### config.mk
export PLATFORM = sky130hd
export DESIGN_NAME = ldcr_top
export DESIGN_NICKNAME = d
export VERILOG_FILES = /design/src/design/ldcr_pkg.sv /design/src/design/ldcr_aux_ctrl.sv /design/src/design/ldcr_top.sv
export VERILOG_INCLUDE_DIRS = /design/src /design/src/design
export SDC_FILE = /design/constraint.sdc
export NUM_CORES = 1
export LEC_CHECK = 0
export ABC_AREA = 1
export BUFFER_PORTS_ARGS = -buffer_cell sky130_fd_sc_hd__buf_2
export CORE_MARGIN = 5
export CORE_UTILIZATION = 55
export CTS_CLUSTER_SIZE = 14
export DETAILED_ROUTE_END_ITERATION = 6
export PLACE_DENSITY = 0.84
export SLEW_MARGIN = 5
export SYNTH_ARGS = -nofsm -noshare
export SYNTH_HDL_FRONTEND = slang
export SYNTH_SLANG_ARGS = --single-unit
### constraint.sdc
create_clock -name i_clk -period 2.6 [get_ports i_clk]
set_input_delay 0.39 -clock i_clk [delete_from_list [all_inputs] [get_ports i_clk]]
set_output_delay 0.39 -clock i_clk [all_outputs]
set_load 0.02 [all_outputs]
### src/design/ldcr_regs.svh
`ifndef LDCR_REGS_SVH
`define LDCR_REGS_SVH

// ****************************************************************
// register offsets
// ****************************************************************
`define LDCR_AUX2_CTRL_OFS   8'h28
`define LDCR_AUX3_CTRL_OFS   8'h29
`define LDCR_DIS_FIRST_OFS   8'h40
`define LDCR_DIS_SECOND_OFS  8'h41

// ****************************************************************
// reset values
// ****************************************************************
`define LDCR_AUX2_CTRL_RST   8'h0c
`define LDCR_AUX3_CTRL_RST   8'h3c
`define LDCR_DIS_FIRST_RST   8'h55
`define LDCR_DIS_SECOND_RST  8'h55

// ****************************************************************
// aux control field layout
// ****************************************************************
`define LDCR_SLP_EN_HI       5
`define LDCR_SLP_EN_LO       4
`define LDCR_RSV_HI          3
`define LDCR_RSV_LO          1
`define LDCR_PERMIT_BIT      0
`define LDCR_RSV_NOMINAL     3'h6
`define LDCR_STORED_W        6

// ****************************************************************
// discharge field layout
// ****************************************************************
`define LDCR_DIS_FIELD_W     2
`define LDCR_DIS_FIELDS      8

`endif

### src/design/ldcr_pkg.sv
`default_nettype none
package ldcr_pkg;

  // discharge resistance selection per rail
  typedef enum logic [1:0] {
    LDCR_DIS_NONE = 2'h0,
    LDCR_DIS_100R = 2'h1,
    LDCR_DIS_200R = 2'h2,
    LDCR_DIS_500R = 2'h3
  } ldcr_dis_t;

endpackage : ldcr_pkg
`default_nettype wire

### src/design/ldcr_aux_ctrl.sv
`timescale 1ns/1ps
`default_nettype none
`include "ldcr_regs.svh"

module ldcr_aux_ctrl #(
  parameter logic [7:0] RST_VAL = `LDCR_AUX2_CTRL_RST
) (
  input  wire logic       i_clk,
  input  wire logic       i_sys_rst,
  input  wire logic       i_wr_en,
  input  wire logic [7:0] i_wdata,
  input  wire logic       i_on_request,
  input  wire logic       i_sleep_pin,
  output logic      [7:0] o_reg,
  output logic            o_enable,
  output logic            o_sleep,
  output logic            o_codes_ignored
);

  logic [`LDCR_STORED_W-1:0] ctrl_ff;
  logic                      enable_ff;
  logic                      sleep_ff;
  logic                      ignored_ff;

  // ****************************************************************
  // register storage
  // ****************************************************************
  // top two bits are not stored at all, so writes there are lost
  always_ff @(posedge i_clk or posedge i_sys_rst) begin
    if (i_sys_rst) begin
      ctrl_ff <= RST_VAL[`LDCR_STORED_W-1:0]; // RL1 RL2 RL3 RL4 RL8 RL9
    end else if (i_wr_en) begin
      ctrl_ff <= i_wdata[`LDCR_STORED_W-1:0]; // RL14
    end
  end

  assign o_reg = {2'h0, ctrl_ff}; // RL14

  // ****************************************************************
  // regulator control
  // ****************************************************************
  // permit bit low overrides any pin request
  always_ff @(posedge i_clk or posedge i_sys_rst) begin
    if (i_sys_rst) begin
      enable_ff <= 1'b0;
    end else begin
      enable_ff <= ctrl_ff[`LDCR_PERMIT_BIT] & i_on_request; // RL8 RL9
    end
  end

  // any nonzero sleep code enables pin-driven sleep voltage
  always_ff @(posedge i_clk or posedge i_sys_rst) begin
    if (i_sys_rst) begin
      sleep_ff <= 1'b0;
    end else begin
      sleep_ff <= (|ctrl_ff[`LDCR_SLP_EN_HI:`LDCR_SLP_EN_LO]) // RL3 RL4
                  & i_sleep_pin; // RL5
    end
  end

  // lower reserved codes leave voltage codes unused
  always_ff @(posedge i_clk or posedge i_sys_rst) begin
    if (i_sys_rst) begin
      ignored_ff <= 1'b0;
    end else begin
      ignored_ff <= ctrl_ff[`LDCR_RSV_HI:`LDCR_RSV_LO]
                    < `LDCR_RSV_NOMINAL; // RL6 RL7
    end
  end

  assign o_enable        = enable_ff;
  assign o_sleep         = sleep_ff;
  assign o_codes_ignored = ignored_ff;

endmodule : ldcr_aux_ctrl

`default_nettype wire

### src/design/ldcr_top.sv
// Notes on behaviour
// RL1: aux2 control at 28h, resets 0ch
// RL2: aux3 control at 29h, resets 3ch
// RL3: aux2 sleep code zero disables, resets zero
// RL4: aux3 sleep code same, resets to 3h
// RL5: sleep voltage follows factory-chosen select pin
// RL6: software keeps aux2 reserved field at 6h
// RL7: software keeps aux3 reserved field at 6h
// RL8: aux2 permit bit zero forces regulator off
// RL9: aux3 permit bit zero forces regulator off
// RL10: first discharge register 40h, four fields, 55h
// RL11: second discharge register 41h, four fields, 55h
// RL12: discharge codes: none, 100, 200, 500 ohm
// RL13: enabled rail clears its discharge field
// RL14: aux control bits 7-6 read zero
// RL15: byte registers accessed by offset
`timescale 1ns/1ps
`default_nettype none
`include "ldcr_regs.svh"

module ldcr_top (
  input  wire logic        i_clk,
  input  wire logic        i_sys_rst,
  input  wire logic [7:0]  i_reg_addr,
  input  wire logic        i_reg_wr_en,
  input  wire logic [7:0]  i_reg_wdata,
  input  wire logic        i_reg_rd_en,
  input  wire logic [7:0]  i_rail_on,
  input  wire logic        i_aux2_on_request,
  input  wire logic        i_aux3_on_request,
  input  wire logic        i_sleep_select_pin_a,
  input  wire logic        i_sleep_select_pin_b,
  input  wire logic        i_aux2_sleep_use_pin_b,
  input  wire logic        i_aux3_sleep_use_pin_b,
  output logic      [7:0]  o_reg_rdata,
  output logic             o_aux2_enable,
  output logic             o_aux3_enable,
  output logic             o_aux2_sleep,
  output logic             o_aux3_sleep,
  output logic             o_aux2_codes_ignored,
  output logic             o_aux3_codes_ignored,
  output logic      [15:0] o_discharge_select,
  output logic      [7:0]  o_discharge_active
);

  // ****************************************************************
  // helpers
  // ****************************************************************
  function automatic ldcr_pkg::ldcr_dis_t dis_field(
    input logic [15:0] sel,
    input int          idx
  );
    dis_field = ldcr_pkg::ldcr_dis_t'(sel[idx*`LDCR_DIS_FIELD_W +: 2]);
  endfunction : dis_field

  function automatic logic hit(
    input logic [7:0] addr,
    input logic [7:0] ofs
  );
    hit = (addr == ofs); // RL15
  endfunction : hit

  // ****************************************************************
  // aux regulator control
  // ****************************************************************
  logic [7:0] aux2_reg;
  logic [7:0] aux3_reg;
  logic       aux2_sleep_pin;
  logic       aux3_sleep_pin;

  // pin choice is a factory strap, never a register field
  assign aux2_sleep_pin = i_aux2_sleep_use_pin_b ? i_sleep_select_pin_b
                                                 : i_sleep_select_pin_a; // RL5
  assign aux3_sleep_pin = i_aux3_sleep_use_pin_b ? i_sleep_select_pin_b
                                                 : i_sleep_select_pin_a; // RL5

  ldcr_aux_ctrl #(
    .RST_VAL (`LDCR_AUX2_CTRL_RST)
  ) u_aux2 (
    .i_clk           (i_clk),
    .i_sys_rst       (i_sys_rst),
    .i_wr_en         (i_reg_wr_en & hit(i_reg_addr, `LDCR_AUX2_CTRL_OFS)), // RL1
    .i_wdata         (i_reg_wdata),
    .i_on_request    (i_aux2_on_request),
    .i_sleep_pin     (aux2_sleep_pin),
    .o_reg           (aux2_reg),
    .o_enable        (o_aux2_enable),
    .o_sleep         (o_aux2_sleep),
    .o_codes_ignored (o_aux2_codes_ignored)
  );

  ldcr_aux_ctrl #(
    .RST_VAL (`LDCR_AUX3_CTRL_RST)
  ) u_aux3 (
    .i_clk           (i_clk),
    .i_sys_rst       (i_sys_rst),
    .i_wr_en         (i_reg_wr_en & hit(i_reg_addr, `LDCR_AUX3_CTRL_OFS)), // RL2
    .i_wdata         (i_reg_wdata),
    .i_on_request    (i_aux3_on_request),
    .i_sleep_pin     (aux3_sleep_pin),
    .o_reg           (aux3_reg),
    .o_enable        (o_aux3_enable),
    .o_sleep         (o_aux3_sleep),
    .o_codes_ignored (o_aux3_codes_ignored)
  );

  // ****************************************************************
  // discharge control
  // ****************************************************************
  // low byte is the first register, high byte the second
  logic [15:0] dis_ff;
  logic [15:0] nxt_dis;
  logic [15:0] dis_clear_mask;
  logic [7:0]  active_ff;

  always_comb begin
    nxt_dis = dis_ff;
    if (i_reg_wr_en && hit(i_reg_addr, `LDCR_DIS_FIRST_OFS)) begin
      nxt_dis[7:0] = i_reg_wdata; // RL10
    end
    if (i_reg_wr_en && hit(i_reg_addr, `LDCR_DIS_SECOND_OFS)) begin
      nxt_dis[15:8] = i_reg_wdata; // RL11
    end
    for (int k = 0; k < `LDCR_DIS_FIELDS; k++) begin
      dis_clear_mask[k*2 +: 2] = {2{i_rail_on[k]}};
    end
    // clear beats a same-cycle write: a running rail never discharges
    nxt_dis = nxt_dis & ~dis_clear_mask; // RL13
  end

  always_ff @(posedge i_clk or posedge i_sys_rst) begin
    if (i_sys_rst) begin
      dis_ff <= {`LDCR_DIS_SECOND_RST, `LDCR_DIS_FIRST_RST}; // RL10 RL11
    end else begin
      dis_ff <= nxt_dis;
    end
  end

  always_ff @(posedge i_clk or posedge i_sys_rst) begin
    if (i_sys_rst) begin
      active_ff <= 8'h00;
    end else begin
      for (int k = 0; k < `LDCR_DIS_FIELDS; k++) begin
        active_ff[k] <= dis_field(nxt_dis, k)
                        != ldcr_pkg::LDCR_DIS_NONE; // RL12
      end
    end
  end

  assign o_discharge_select = dis_ff;
  assign o_discharge_active = active_ff;

  // ****************************************************************
  // read path
  // ****************************************************************
  // unmapped offsets return zero; data held until next read
  logic [7:0] rdata_ff;

  always_ff @(posedge i_clk or posedge i_sys_rst) begin
    if (i_sys_rst) begin
      rdata_ff <= 8'h00;
    end else if (i_reg_rd_en) begin
      case (i_reg_addr)
        `LDCR_AUX2_CTRL_OFS:  rdata_ff <= aux2_reg; // RL14
        `LDCR_AUX3_CTRL_OFS:  rdata_ff <= aux3_reg; // RL14
        `LDCR_DIS_FIRST_OFS:  rdata_ff <= dis_ff[7:0];
        `LDCR_DIS_SECOND_OFS: rdata_ff <= dis_ff[15:8];
        default:              rdata_ff <= 8'h00;
      endcase
    end
  end

  assign o_reg_rdata = rdata_ff;

endmodule : ldcr_top

`default_nettype wire

==> results of run 1 <==
## cells in the mapped netlist (all sizes together)
| cell | n |
|---|---|
| o21ai | 12 |
| dfstp | 14 |
| nor2 | 8 |
| nand3 | 36 |
| a21oi | 2 |
| o21a | 12 |
| inv | 57 |
| o22ai | 4 |
| dfrtp | 36 |
| buf | 5 |
| clkinv | 1 |
| nand2 | 97 |
## path summary, 6_finish.rpt
| check | from | end | slack, ns | depth (start not counted) |
|---|---|---|---|---|
| setup / recovery | o_discharge_select[0]$_DFF_PP1_ | o_discharge_select[0] | 1.18 | 1 |
| hold / removal | i_aux2_on_request | u_aux2.o_enable$_DFF_PP0_ | 0.28 | 3 |
| setup reg to reg | o_discharge_select[1]$_DFF_PP0_ | o_reg_rdata[1]$_DFFE_PP0P_ | 1.65 | 4 |
| hold reg to reg | u_aux2.ctrl_ff[3]$_DFFE_PP1P_ | u_aux2.o_codes_ignored$_DFF_PP0_ | 0.46 | 1 |
| max in group asynchronous | i_sys_rst | u_aux2.ctrl_ff[3]$_DFFE_PP1P_ | 1.57 | 3 |
| min in group asynchronous | i_sys_rst | o_discharge_active[3]$_DFF_PP0_ | 0.30 | 2 |
## logic make-up (layout without fill, tap and decap cells)
| kind of cell | Yosys count | count (layout) | synth area share, % |
|---|---|---|---|
| and+or+nand+nor | 141 | 141 | 28.8 |
| buffers and inverters | 63 | 138 | 11.0 |
| DFF | 50 | 50 | 51.7 |
| AOI/OAI and AO/OA | 30 | 30 | 8.47 |
## registers in the layout, summed over array words and instances, names as in the netlist
| name | count |
|---|---|
| u_aux3.o_sleep | 1 |
| o_reg_rdata | 8 |
| o_discharge_active | 8 |
| u_aux2.o_codes_ignored | 1 |
| u_aux3.o_codes_ignored | 1 |
| u_aux3.o_enable | 1 |
| o_discharge_select | 16 |
| u_aux2.o_enable | 1 |
| u_aux2.o_sleep | 1 |
| u_aux3.ctrl_ff | 6 |
| u_aux2.ctrl_ff | 6 |
## cell type report
class	instances	area (um^2)
Timing Repair Buffer	72	363
Clock inverter	2	13.8
Multi-Input combinational cell	171	915
Fill cell	350	1440
Inverter	58	219
Sequential cell	50	1270
Clock buffer	6	72.6
Tap cell	52	65.1
## power breakdown
part	internal [mW]	switching (mW)	total, mW
logic	0.0464	0.0804	0.127
registers	0.805	0.0146	0.820
clock network	0.190	0.248	0.438
total	1.04	0.343	1.38
## metrics by stage
| stage | instances | area (um^2) | util, % |
|---|---|---|---|
| 6_report | 411 | 2920 | 67.0 |
| 5_1_grt | 411 | 2920 | 67.0 |
| 4_1_cts | 411 | 2920 | 67.0 |
| 3_5_place_dp | 403 | 2830 | 65.0 |
| 3_3_place_gp | 403 | 2830 | 65.0 |
| 2_1_floorplan | 284 | 2450 | - |
## routing by layer
layer / part of all wire [%] / vias to the layer above
met5: 0 / -
met4: 1.2 / 0
met3: 5.9 / 4
met2: 50 / 56
met1: 42 / 928
li1: - / 1025
==> results.toml, run 1 <==
[clock_tree]
hold_buffers = 0
cts.sinks = 50
cts_resized = 0
cts-buffers-inserted = 5
post_cts_buffers = 0
root_buffer = "clkbuf_8"
cts_buffer_depth = 2
clock_latency_ns = 0.30
cts_tree = "built"
path_clk_slew_ns = 0.09
htreeDepth = 2

[grt]
first_global_vias = 2070
grtUsageMet3_pct = 4.92
grtUsageMet1_pct = 23.8
grtUsageTotal_pct = 19.3
grt_start_max_net_pins = 48
antenna_found_initial = 0
grt-ovfl-total = 0
grt_busiest_layer = "met2"
grt_pass1_wl_um = 9260
grt.met2_usage_pct = 32.3

[sta]
rsz0062_at_grt = "no"
min_period_ns = 1.42
finalHoldViolCount = 0
slew_violations = 0
tightest_slew_ns = 0.957
timing.fmax_mhz = 707
setup_viol = 0
hold-worst-slack_ns = 0.276
tns_ns = 0
period_share_pct = 54.4
timing.final.ws_setup_ns = 1.18
slew-limit-headroom_pct = 36.1
clock_skew_ns = 0.00789

[status]
status = "completed"

[synthesis]
synthesis.area_um2 = 2450
ys_seq_elements = 50
ys_top_cells_by_area = "dfrtp_1 37%, dfstp_2 15%, nand2_1 13%"
ys_types = 19
yosysTopAreaCell = "dfrtp_1"
synth_warnings = 0
yosysTopAreaCellShare_pct = 36.7
syn_nets = 318
syn_inst = 284
yosysSeqAreaShare_pct = 51.7
syn_avg_cell_area_um2 = 8.64

[job]
drv_cap = 0

[floorplanning]
die_area_um2 = 5890
io_pins = 72
core_um2 = 4350
die_w_um = 76.8
floorplan.rows = 24
initial_utilization_pct = 56.3
die_y_um = 76.8

[routing]
num_vias = 2013
drtAntennaViolNets = 0
routed_wirelength_um = 5320
detailedRoute.firstIterationViolations = 106
drc_errors = 0
first_pass_iters = 4
wire_per_inst_um = 12.9
viasPerCell = 4.90

[worst_setup_path]
crit_family = "flip-flops"
cpMaxStageDelayCell = "dfstp_2"
crit_chain = "buf_2"
crit_required_ns = 2.21
crit_type = "flop to output pin"
path_max_fanout = 3
worstSetupStartpointType = "flop"
critPathBufInv = 1
critPathArrivalTime_ns = 1.03
worst_path_largest_cell_delay_ns = 0.56
cp-end-kind = "output pin"

[placed_design]
post-place-ws_ns = 0.971
place_hpwl_um = 4150
place.port_buffers = 71
gp_congestion = 0.853

[layout]
drive_gt1_share_pct = 34.8
antenna_cells = 0
fin_nets = 392
final_common_cell = "nand2_1"
area_growth_pct = 18.9
final_cell_mix = "87 x nand2_1, 71 x buf_2, 52 x inv_1, 36 x dfrtp_1, 34 x nand3_1"

[power]
leakage_nw = 1.82
peakVddDrop_mv = 0.342
power_mw = 1.38
power_density_nw_per_um2 = 475

[min_path]
hold_class = "input port to flop"
Power figures use the tool's default switching activity.
==> run 2, diff against run 1 <==
--- a/config.mk
+++ b/config.mk
@@ -9,10 +9,10 @@
 export ABC_AREA = 1
 export BUFFER_PORTS_ARGS = -buffer_cell sky130_fd_sc_hd__buf_2
 export CORE_MARGIN = 5
-export CORE_UTILIZATION = 55
+export CORE_UTILIZATION = 46
 export CTS_CLUSTER_SIZE = 14
 export DETAILED_ROUTE_END_ITERATION = 6
-export PLACE_DENSITY = 0.84
+export PLACE_DENSITY = 0.75
 export SLEW_MARGIN = 5
 export SYNTH_ARGS = -nofsm -noshare
 export SYNTH_HDL_FRONTEND = slang
==> constraint.sdc (replaced) <==
create_clock -name i_clk -period 1.2 [get_ports i_clk]
set_input_delay 0.18 -clock i_clk [delete_from_list [all_inputs] [get_ports i_clk]]
set_output_delay 0.18 -clock i_clk [all_outputs]
set_load 0.02 [all_outputs]
==> run 2 against run 1 <==
Non-clock buffer count grew 14. Critical path depth is the same. Combinational power grew 140%. Setup slack lost 1.2 ns. Core utilization shrank 5.8 points.
==> results.toml, run 2 (synthesis gave the netlist of run 1 again) <==
[sta]
clock_skew_ns = 0.00836
finalHoldViolCount = 0
slew_violations = 0
rsz0062_at_grt = "yes"
setup_viol = 0
timing.final.ws_setup_ns = 0.0124
tns_ns = 0
timing.fmax_mhz = 842
tightest_slew_ns = 0.420
period_share_pct = 99.0
slew-limit-headroom_pct = 71.9
min_period_ns = 1.19
hold-worst-slack_ns = 0.0632

[layout]
final_common_cell = "nand2_1"
largest_register_ffs = 16
final_cell_mix = "87 x nand2_1, 63 x buf_2, 52 x inv_1, 36 x dfrtp_1, 34 x nand3_1"
fin_nets = 406
utilization_pct = 61.2
antenna_cells = 0
n_fill_cell = 474
area_growth_pct = 28.3
drive_gt1_share_pct = 36.7

[worst_setup_path]
crit_chain = "buf_6"
r2r-start = "o_discharge_select[0]$_DFF_PP1_"
cpMaxStageDelayCell = "dfstp_2"
r2r-end = "o_reg_rdata[0]$_DFFE_PP0P_"
path_max_fanout = 3
crit_family = "flip-flops"
cp-end-kind = "output pin"
rrSetupSlack_ns = 0.17
crit_required_ns = 1.02
crit_type = "flop to output pin"
critPathArrivalTime_ns = 1.01
rr_worst_depth = 5
worst_path_largest_cell_delay_ns = 0.58
critPathBufInv = 1
worstSetupStartpointType = "flop"

[floorplanning]
io_pins = 72
die_w_um = 83.0
die_y_um = 83.0
floorplan.rows = 26
initial_utilization_pct = 47.7
die_area_um2 = 6890
core_um2 = 5140

[routing]
num_vias = 2055
first_pass_iters = 4
wire_per_inst_um = 12.2
viasPerCell = 4.64
drc_errors = 0
drtAntennaViolNets = 0
routed_wirelength_um = 5410
detailedRoute.firstIterationViolations = 95

[clock_tree]
root_buffer = "clkbuf_8"
path_clk_slew_ns = 0.09
cts.sinks = 50
clock_latency_ns = 0.30
cts_tree = "built"
cts_buffer_depth = 2
cts-buffers-inserted = 5
htreeDepth = 2

[grt]
antenna_found_initial = 0
grt_start_max_net_pins = 20
grt-ovfl-total = 0
grtUsageTotal_pct = 16.6
first_global_vias = 2020
grt_pass1_wl_um = 9350

[min_path]
min_to = "u_aux3.o_sleep$_DFF_PP0_"
holdPathStages = 2
worstHoldStart = "i_aux3_sleep_use_pin_b"
hold_class = "input port to flop"

[power]
leakage_nw = 1.91
power_density_nw_per_um2 = 1030
peakVddDrop_mv = 0.747

[placed_design]
place.port_buffers = 71
post-place-ws_ns = -0.0816
place_hpwl_um = 4310
gp_congestion = 0.828

[job]
drv_cap = 0

[status]
status = "completed"
-- run 2: changes by cell type in the layout (fill, tap and decap cells not counted), sizes merged --
cell,change
inv,-1
clkbuf,+1
clkinv,-2
buf,+13
dlygate4sd3,+1
clkinvlp,+1
bufinv,+1
-- run 2: final cells by class --
cell class	instances	area [um^2]	share of cell area, %
multi-input combinational	171	915	29.1
timing repair buffer	86	547	17.4
clock inverter	1	30.0	0.954
sequential	50	1270	40.3
inverter	58	223	7.08
clock buffer	7	76.3	2.43
tap	70	87.6	2.78
-- run 2: worst max path at each step --
| stage | startpoint | end | slack (ns) | depth (start not counted) |
|---|---|---|---|---|
| 6_report | o_discharge_select[4]$_DFF_PP1_ | o_discharge_select[4] | 0.01 | 1 |
| 5_1_grt | o_discharge_select[4]$_DFF_PP1_ | o_discharge_select[4] | -0.01 | 1 |
| 4_1_cts | o_discharge_select[4]$_DFF_PP1_ | o_discharge_select[4] | 0.0008 | 1 |
| 3_5_place_dp | i_reg_addr[7] | o_discharge_active[0]$_DFF_PP0_ | -0.08 | 9 |
| 3_3_place_gp | i_reg_addr[7] | o_discharge_active[0]$_DFF_PP0_ | -0.02 | 9 |
| 2_1_floorplan | i_reg_addr[7] | o_discharge_active[1]$_DFF_PP0_ | 0.13 | 9 |
-- run 2: timing repair --
action                     CTS  global route
setup endpoints to repair    6             8
gates resized for setup      6             7
hold buffers                 1             0
hold endpoints to repair    14             0
pin swaps                    0             0
setup buffers                0             2
-- run 2: power by group --
| part | internal, mW | switching [mW] | total [mW] |
|---|---|---|---|
| logic | 0.125 | 0.179 | 0.304 |
| clock network | 0.624 | 0.527 | 1.15 |
| registers | 1.74 | 0.0299 | 1.77 |
| total | 2.49 | 0.736 | 3.23 |
-- run 2: per-stage QoR --
| stage | instance area, um^2 | std cells | total power, mW |
|---|---|---|---|
| floorplan | 2460 | 284 | 1.97 |
| global placement | 2980 | 432 | 2.10 |
| detailed placement | 2980 | 432 | 2.11 |
| CTS | 3110 | 441 | 3.26 |
| global route | 3150 | 443 | 3.39 |
| finish | 3150 | 443 | 3.23 |
-- run 2: per-layer routing --
metal / part of all wire, % / wire (um) / vias to the layer above / global-route usage [%]
met5: 0 / 0 / - / 0
met4: 1.0 / 55 / 0 / 4.46
met3: 5.5 / 297 / 5 / 4.95
met2: 47 / 2520 / 55 / 26.7
met1: 47 / 2540 / 948 / 21.7
li1: - / - / 1047 / -
